`config.mk`:
```
export PLATFORM = sky130hd
export DESIGN_NAME = led_function_select
export DESIGN_NICKNAME = d
export VERILOG_FILES = /design/src/core/led_fn_pkg.sv /design/src/core/led_function_select.sv
export SDC_FILE = /design/constraint.sdc
export NUM_CORES = 1
export LEC_CHECK = 0
export BUFFER_PORTS_ARGS = -buffer_cell sky130_fd_sc_hd__buf_2
export CORE_ASPECT_RATIO = 1.25
export CORE_UTILIZATION = 54
export DETAILED_ROUTE_END_ITERATION = 7
export HOLD_SLACK_MARGIN = 0.1
export PLACE_DENSITY = 0.92
export SETUP_SLACK_MARGIN = 0.05
export SYNTH_ARGS = -nofsm -noshare
export SYNTH_HDL_FRONTEND = slang
export SYNTH_SLANG_ARGS = --single-unit
```
`constraint.sdc`:
```
create_clock -name i_clk -period 3.2 [get_ports i_clk]
set_clock_uncertainty 0.1 [all_clocks]
set_input_delay 0.32 -clock i_clk [delete_from_list [all_inputs] [get_ports i_clk]]
set_output_delay 0.32 -clock i_clk [all_outputs]
set_load 0.005 [all_outputs]
```
`src/core/led_fn_pkg.sv`:
```
package led_fn_pkg;

    // ==========================================================
    // Register map (byte addresses, one 32-bit word each)
    localparam logic [3:0] ADDR_LED_FN = 4'h0;
    localparam logic [3:0] ADDR_MISC = 4'h4;

    // ==========================================================
    // LED function enable register fields
    localparam int BIT_STATE = 15;
    localparam int BIT_MAGIC = 9;
    localparam int BIT_FD_LINK = 8;
    localparam int BIT_STRETCH = 7;
    localparam int BIT_RSVD6 = 6;
    localparam int BIT_RX_MATCH = 5;
    localparam int BIT_TX = 4;
    localparam int BIT_RX_POL = 3;
    localparam int BIT_RX = 2;
    localparam int BIT_JABBER = 1;
    localparam int BIT_COLL = 0;
    // Writable bits: 9..7 and 5..0; bit 15 read-only, 14..10 and 6 reserved
    localparam logic [15:0] LED_FN_WMASK = 16'h03BF;
    localparam logic [15:0] LED_FN_RESET = 16'h0090;

    // ==========================================================
    // Miscellaneous configuration two register fields
    localparam int BIT_FD_ENABLE = 0;
    localparam int BIT_ATTACH_FD = 1;
    localparam logic [1:0] MISC_RESET = 2'h0;

    // ==========================================================
    // Active network port
    typedef enum logic [1:0] {
        PORT_TP = 2'h0,
        PORT_AUI = 2'h1,
        PORT_GPSI = 2'h2
    } port_sel_t;

    // ==========================================================
    // Timing
    localparam int CLK_MHZ = 250;
    localparam int STRETCH_US = 50;
    localparam int STRETCH_CYCLES_DEF = STRETCH_US * CLK_MHZ;
    localparam int STRETCH_CNT_W = 24;

endpackage : led_fn_pkg

```
`src/core/led_function_select.sv`:
```
`timescale 1ns/1ps

module led_function_select #(
    parameter int STRETCH_CYCLES = led_fn_pkg::STRETCH_CYCLES_DEF
) (
    // Clock and reset
    input wire logic i_clk,
    input wire logic i_rst,
    // Avalon-MM slave
    input wire logic [3:0] i_address,
    input wire logic i_read,
    input wire logic i_write,
    input wire logic [31:0] i_writedata,
    input wire logic [3:0] i_byteenable,
    output logic [31:0] o_readdata,
    output logic o_waitrequest,
    // Network events from the controller core
    input wire led_fn_pkg::port_sel_t i_port_sel,
    input wire logic i_link_pass,
    input wire logic i_tx_act,
    input wire logic i_rx_act,
    input wire logic i_rx_addr_match,
    input wire logic i_rx_pol_good,
    input wire logic i_jabber,
    input wire logic i_collision,
    input wire logic i_magic_pkt,
    // Duplex configuration to the core
    output logic o_full_duplex_enable,
    output logic o_attach_port_fd_enable,
    // LED pin, low lights the LED
    output logic o_led_n
);
    import led_fn_pkg::*;

    // ==========================================================
    // State
    typedef enum logic [1:0] {
        BUS_IDLE = 2'b01,
        BUS_ACK = 2'b10
    } bus_state_t;

    typedef struct packed {
        bus_state_t bus;
        logic waitreq;
        logic [31:0] rdata;
        logic [15:0] led_fn;
        logic fd_en;
        logic attach_fd;
        logic [STRETCH_CNT_W-1:0] cnt;
        logic led;
    } state_t;

    state_t st_q;
    state_t st_d;

    localparam logic [STRETCH_CNT_W-1:0] STRETCH_LOAD = STRETCH_CNT_W'(STRETCH_CYCLES);

    // ==========================================================
    // Function combining
    logic fd_status;
    logic rx_fn;
    logic raw_fn;
    logic req;

    always_comb begin
        unique case (i_port_sel)
            PORT_TP: fd_status = i_link_pass && st_q.fd_en;
            PORT_AUI: fd_status = st_q.fd_en && st_q.attach_fd;
            PORT_GPSI: fd_status = st_q.fd_en;
            default: fd_status = 1'b0;
        endcase
    end

    assign rx_fn = i_rx_act && (!st_q.led_fn[BIT_RX_MATCH] || i_rx_addr_match);

    assign raw_fn =
        (st_q.led_fn[BIT_FD_LINK] && fd_status) ||
        (st_q.led_fn[BIT_TX] && i_tx_act) ||
        (st_q.led_fn[BIT_RX_POL] && i_rx_pol_good && i_port_sel == PORT_TP) ||
        (st_q.led_fn[BIT_RX] && rx_fn) ||
        (st_q.led_fn[BIT_JABBER] && i_jabber) ||
        (st_q.led_fn[BIT_COLL] && i_collision) ||
        (st_q.led_fn[BIT_MAGIC] && i_magic_pkt);

    assign req = i_read || i_write;

    // ==========================================================
    // Next state
    always_comb begin
        st_d = st_q;

        // Bus: every request seen in BUS_IDLE is answered in the next cycle
        unique case (st_q.bus)
            BUS_IDLE: begin
                if (req) begin
                    st_d.bus = BUS_ACK;
                    st_d.waitreq = 1'b0;
                    st_d.rdata = 32'h0000_0000;
                    if (i_read && i_address == ADDR_LED_FN) begin
                        st_d.rdata[15:0] = st_q.led_fn;
                        st_d.rdata[BIT_STATE] = raw_fn;
                    end else if (i_read && i_address == ADDR_MISC) begin
                        st_d.rdata[BIT_FD_ENABLE] = st_q.fd_en;
                        st_d.rdata[BIT_ATTACH_FD] = st_q.attach_fd;
                    end
                end
            end
            BUS_ACK: begin
                st_d.bus = BUS_IDLE;
                st_d.waitreq = 1'b1;
                if (i_write && i_address == ADDR_LED_FN) begin
                    if (i_byteenable[0]) begin
                        st_d.led_fn[7:0] = i_writedata[7:0] & LED_FN_WMASK[7:0];
                    end
                    if (i_byteenable[1]) begin
                        st_d.led_fn[15:8] = i_writedata[15:8] & LED_FN_WMASK[15:8];
                    end
                end else if (i_write && i_address == ADDR_MISC && i_byteenable[0]) begin
                    st_d.fd_en = i_writedata[BIT_FD_ENABLE];
                    st_d.attach_fd = i_writedata[BIT_ATTACH_FD];
                end
            end
        endcase

        // Stretcher: restarts on every active cycle, then counts down
        if (st_q.led_fn[BIT_STRETCH]) begin
            if (raw_fn) begin
                st_d.cnt = STRETCH_LOAD;
            end else if (st_q.cnt != '0) begin
                st_d.cnt = st_q.cnt - 1'b1;
            end
            st_d.led = raw_fn || st_q.cnt != '0;
        end else begin
            st_d.cnt = '0;
            st_d.led = raw_fn;
        end
    end

    // ==========================================================
    // Registers
    always_ff @(posedge i_clk or posedge i_rst) begin
        if (i_rst) begin
            st_q.bus <= BUS_IDLE;
            st_q.waitreq <= 1'b1;
            st_q.rdata <= 32'h0000_0000;
            st_q.led_fn <= LED_FN_RESET;
            st_q.fd_en <= MISC_RESET[BIT_FD_ENABLE];
            st_q.attach_fd <= MISC_RESET[BIT_ATTACH_FD];
            st_q.cnt <= '0;
            st_q.led <= 1'b0;
        end else begin
            st_q <= st_d;
        end
    end

    assign o_waitrequest = st_q.waitreq;
    assign o_readdata = st_q.rdata;
    assign o_full_duplex_enable = st_q.fd_en;
    assign o_attach_port_fd_enable = st_q.attach_fd;
    assign o_led_n = !st_q.led;
endmodule : led_function_select

```
==> impl.org <==
** Clocking
- Maximum level of the CTS H-tree :: 2
- Number of gates resized after CTS :: 0
- The clock net in this run drives a total of between 40 and 50 sinks.
- The tree is rooted in a sky130_fd_sc_hd__clkbuf_8.
- After clock tree synthesis, the clock-pin slew on the worst setup and hold paths is roughly 0.09 ns.
- Number of setup buffers added after CTS :: 0
- The clock passes through at most 2 buffers.
- Clock tree synthesis inserted a total of 5 buffers.
- Clock latency on the worst-skew pair, taken at its later pin, is just over 0.3 ns.
- CTS tree :: yes
- Buffers inserted to repair hold after CTS numbered 0.

** Worst setup path
- Number of logic stages on the critical path including buffering :: 7
- CP delay by family, top :: simple AND/OR/NAND/NOR gates
- The signal on the critical path passes through inv_1, ha_1, or4b_4, nor4_4, nand2_2, or3_1, a21oi_2.
- Data arrives at the worst endpoint at between 2 and 2.5 ns.
- The worst setup path is captured at a flip-flop.
- Cell at the slowest stage of the critical path :: sky130_fd_sc_hd__or4b_4
- Counting cells, the worst reg-to-reg path comes to 7.
- Data required time of the critical path :: approximately 3.3 ns
- For this run, the slowest stage of the critical path takes approximately 0.54 ns.
- Number of buffer and inverter instances along the worst setup path :: 1
- Startpoint kind of the worst setup timing path :: flip-flop
- Along the worst path, the maximum fanout reaches 4.
- Critical path start-end classification :: reg2reg

** Yosys
- The mapped netlist covers approximately 2600 um^2.
- Cell accounting for the most synthesized area :: sky130_fd_sc_hd__dfrtp_1
- The synthesized design contains 0 enable-type register cells.
- The most common cell in the synthesized netlist is sky130_fd_sc_hd__dfrtp_1.
- List of most frequent post-synthesis cells :: sky130_fd_sc_hd__dfrtp_1, sky130_fd_sc_hd__buf_4, sky130_fd_sc_hd__nor2_1
- For this run, the leading register cell type out of synthesis is sky130_fd_sc_hd__dfrtp_1.
- #FFs+latches synth :: 48
- The average instance in the mapped netlist occupies between 10 and 15 um^2.
- Of the synthesized area, sequential elements account for 0.468.
- After synthesis, the netlist uses 52 different library cells.
- Share of async-settable or async-resettable flops after synthesis :: 1.00
- Leading cell types by total area after synthesis :: sky130_fd_sc_hd__dfrtp_1, sky130_fd_sc_hd__buf_4, sky130_fd_sc_hd__mux2_2
- Post-synthesis cell count :: approximately 250
- Synth top area share :: 0.438
- Syn. warnings :: 0

** Drt
- The count of nets left with antenna violations once routing finished came out at 0.
- Using the TritonRoute via totals, the vias-per-cell ratio works out to between 5 and 6.
- Number of optimization iterations in the first detailed-route pass :: 4
- In the final routed layout, each cell accounts on average for around 14 um.
- Routed wire length :: 4.62 mm
- Via Count :: 1813
- DRT iter0 DRCs :: 45
- Drt drc :: 0

** STA
- The smallest clock period supported by the final layout is computed as ~2.3 ns.
- Slew at the pin with the worst max-slew slack :: around 0.97 ns
- Worst slew margin relative to its limit :: 0.352
- Static timing analysis puts the maximum clock frequency at between 400 and 500 MHz.
- Setup Viol. Count Final :: 0
- For the final routed database, the setup TNS stands at 0 ns.
- The number of hold violations in the final report was 0.
- The final-report max-slew violation count is 0.
- Crit share post-route :: 0.713
- Unrepaired setup endpoints after global routing :: no

** Global route
- Entering global routing, the biggest net connects between 40 and 50 pins.
- Global routing finished with a remaining overflow of 0.
- Combined global-route utilization of all metal layers :: 0.213
- Vias in the first global route :: ~1.9k
- The number of antenna violations at the first check in global routing was 0.
- The first global-routing pass estimated between 8 and 9 mm of wire.

** Layout
- The number of antenna diodes in the final layout is 0.
- Total number of nets in the final design :: about 340
- Post-Layout Inst Area :: 2780 um^2
- Growth of design area from synthesis to finish :: 8.12%
- Of the cells placed in the final design, the portion with a size suffix greater than 1 is 0.290.
- Once layout is complete, the utilization of the core stands at 0.619.

** Floorplanning
- Die Area :: 5050 um^2
- Core Box Area :: roughly 4500 um^2
- In this run the count of I/O pins placed on the die edge is 90.
- Effective utilization at floorplan :: 0.573
- The floorplan has 27 rows.
- Horizontal die dimension :: ~64 um
- The floorplan step set the die height to approximately 79 um.

** Placed design
- Input and output buffers added on the ports amount to 42.
- Once placement finished, the instance area stood at ~2700 um^2.
- Hpwl dp :: between 3 and 4 mm
- Routability cong. :: about 0.75

** Outcome
- The flow ran to the end, and the final reports show no timing, DRC or antenna violations.

** Min path
- Worst min-delay path category :: in2async

** Flow run
- The tool flagged a number of max-cap violations equal to 0.
[cells by family (layout without fill, tap and decap cells)]
family,count (synthesis),count (layout),synth area share
multiplexers,13,13,0.0559
flip-flops,48,48,0.468
AO/OA/AOI/OAI,36,36,0.0982
buffers and inverters,41,58,0.107
other,1,22,0.00146
AND/OR/NAND/NOR,92,92,0.220
adder cells (fa/ha/maj),1,1,0.00486
XOR/XNOR,13,13,0.0442
[layer usage]
metal	part of all wire	routed length, um	up-vias	global-route usage
li1	-	-	876	-
met2	0.54	2480	52	0.382
met1	0.41	1880	875	0.248
met5	0	0	-	0
met4	0.015	67	0	0.0705
met3	0.040	183	10	0.0460
[metrics by stage]
stage	hold slack, ns	setup slack, ns	instances
floorplan	0.350	1.14	266
CTS	0.140	0.912	341
global route	0.126	0.787	341
finish	0.134	0.919	341
detailed placement	0.378	0.950	333
global placement	0.366	1.01	333
[registers in the layout, indices dropped and copies added, names as in the netlist]
register / count
o_full_duplex_enable: 1
o_attach_port_fd_enable: 1
o_readdata: 10
st_q: 36
[path summary, 6_finish.rpt]
| check | endpoint | start | slack (ns) |
|---|---|---|---|
| max | st_q[17] | st_q[1] | 0.92 |
| max in group asynchronous | st_q[24] | i_rst | 2.27 |
| min reg2reg | o_readdata[15] | o_readdata[15] | 0.40 |
| max reg2reg | st_q[17] | st_q[1] | 0.92 |
| min in group i_clk | st_q[32] | i_writedata[5] | 0.14 |
| min | o_full_duplex_enable | i_rst | 0.13 |
[layout make-up]
| type | instances | area (um^2) |
|---|---|---|
| Multi-Input combinational cell | 177 | 1170 |
| Clock inverter | 2 | 16.3 |
| Tap cell | 58 | 72.6 |
| Fill cell | 386 | 1710 |
| Inverter | 7 | 26.3 |
| Clock buffer | 6 | 72.6 |
| Sequential cell | 48 | 1200 |
| Timing Repair Buffer | 43 | 218 |
[placed cells by master (no fill, tap or decap), types with 3 or more instances in the layout]
master	count
sky130_fd_sc_hd__buf_2	42
sky130_fd_sc_hd__nand3_1	6
sky130_fd_sc_hd__nand2b_1	3
sky130_fd_sc_hd__dfrtp_1	45
sky130_fd_sc_hd__xnor2_1	11
sky130_fd_sc_hd__nor3_1	4
sky130_fd_sc_hd__dfstp_2	3
sky130_fd_sc_hd__nor2b_1	3
sky130_fd_sc_hd__conb_1	22
sky130_fd_sc_hd__clkbuf_8	5
sky130_fd_sc_hd__nor4_4	3
sky130_fd_sc_hd__a22o_1	8
sky130_fd_sc_hd__and2_1	3
sky130_fd_sc_hd__o21ai_1	7
sky130_fd_sc_hd__inv_1	6
sky130_fd_sc_hd__nand2_1	15
sky130_fd_sc_hd__or3_1	5
sky130_fd_sc_hd__nor2_1	30
sky130_fd_sc_hd__mux2_2	11
sky130_fd_sc_hd__a21oi_1	6
Power is left out: the tool's default activity adds up to more than one toggle a clock period on the data nets, which glitch-free logic cannot reach.
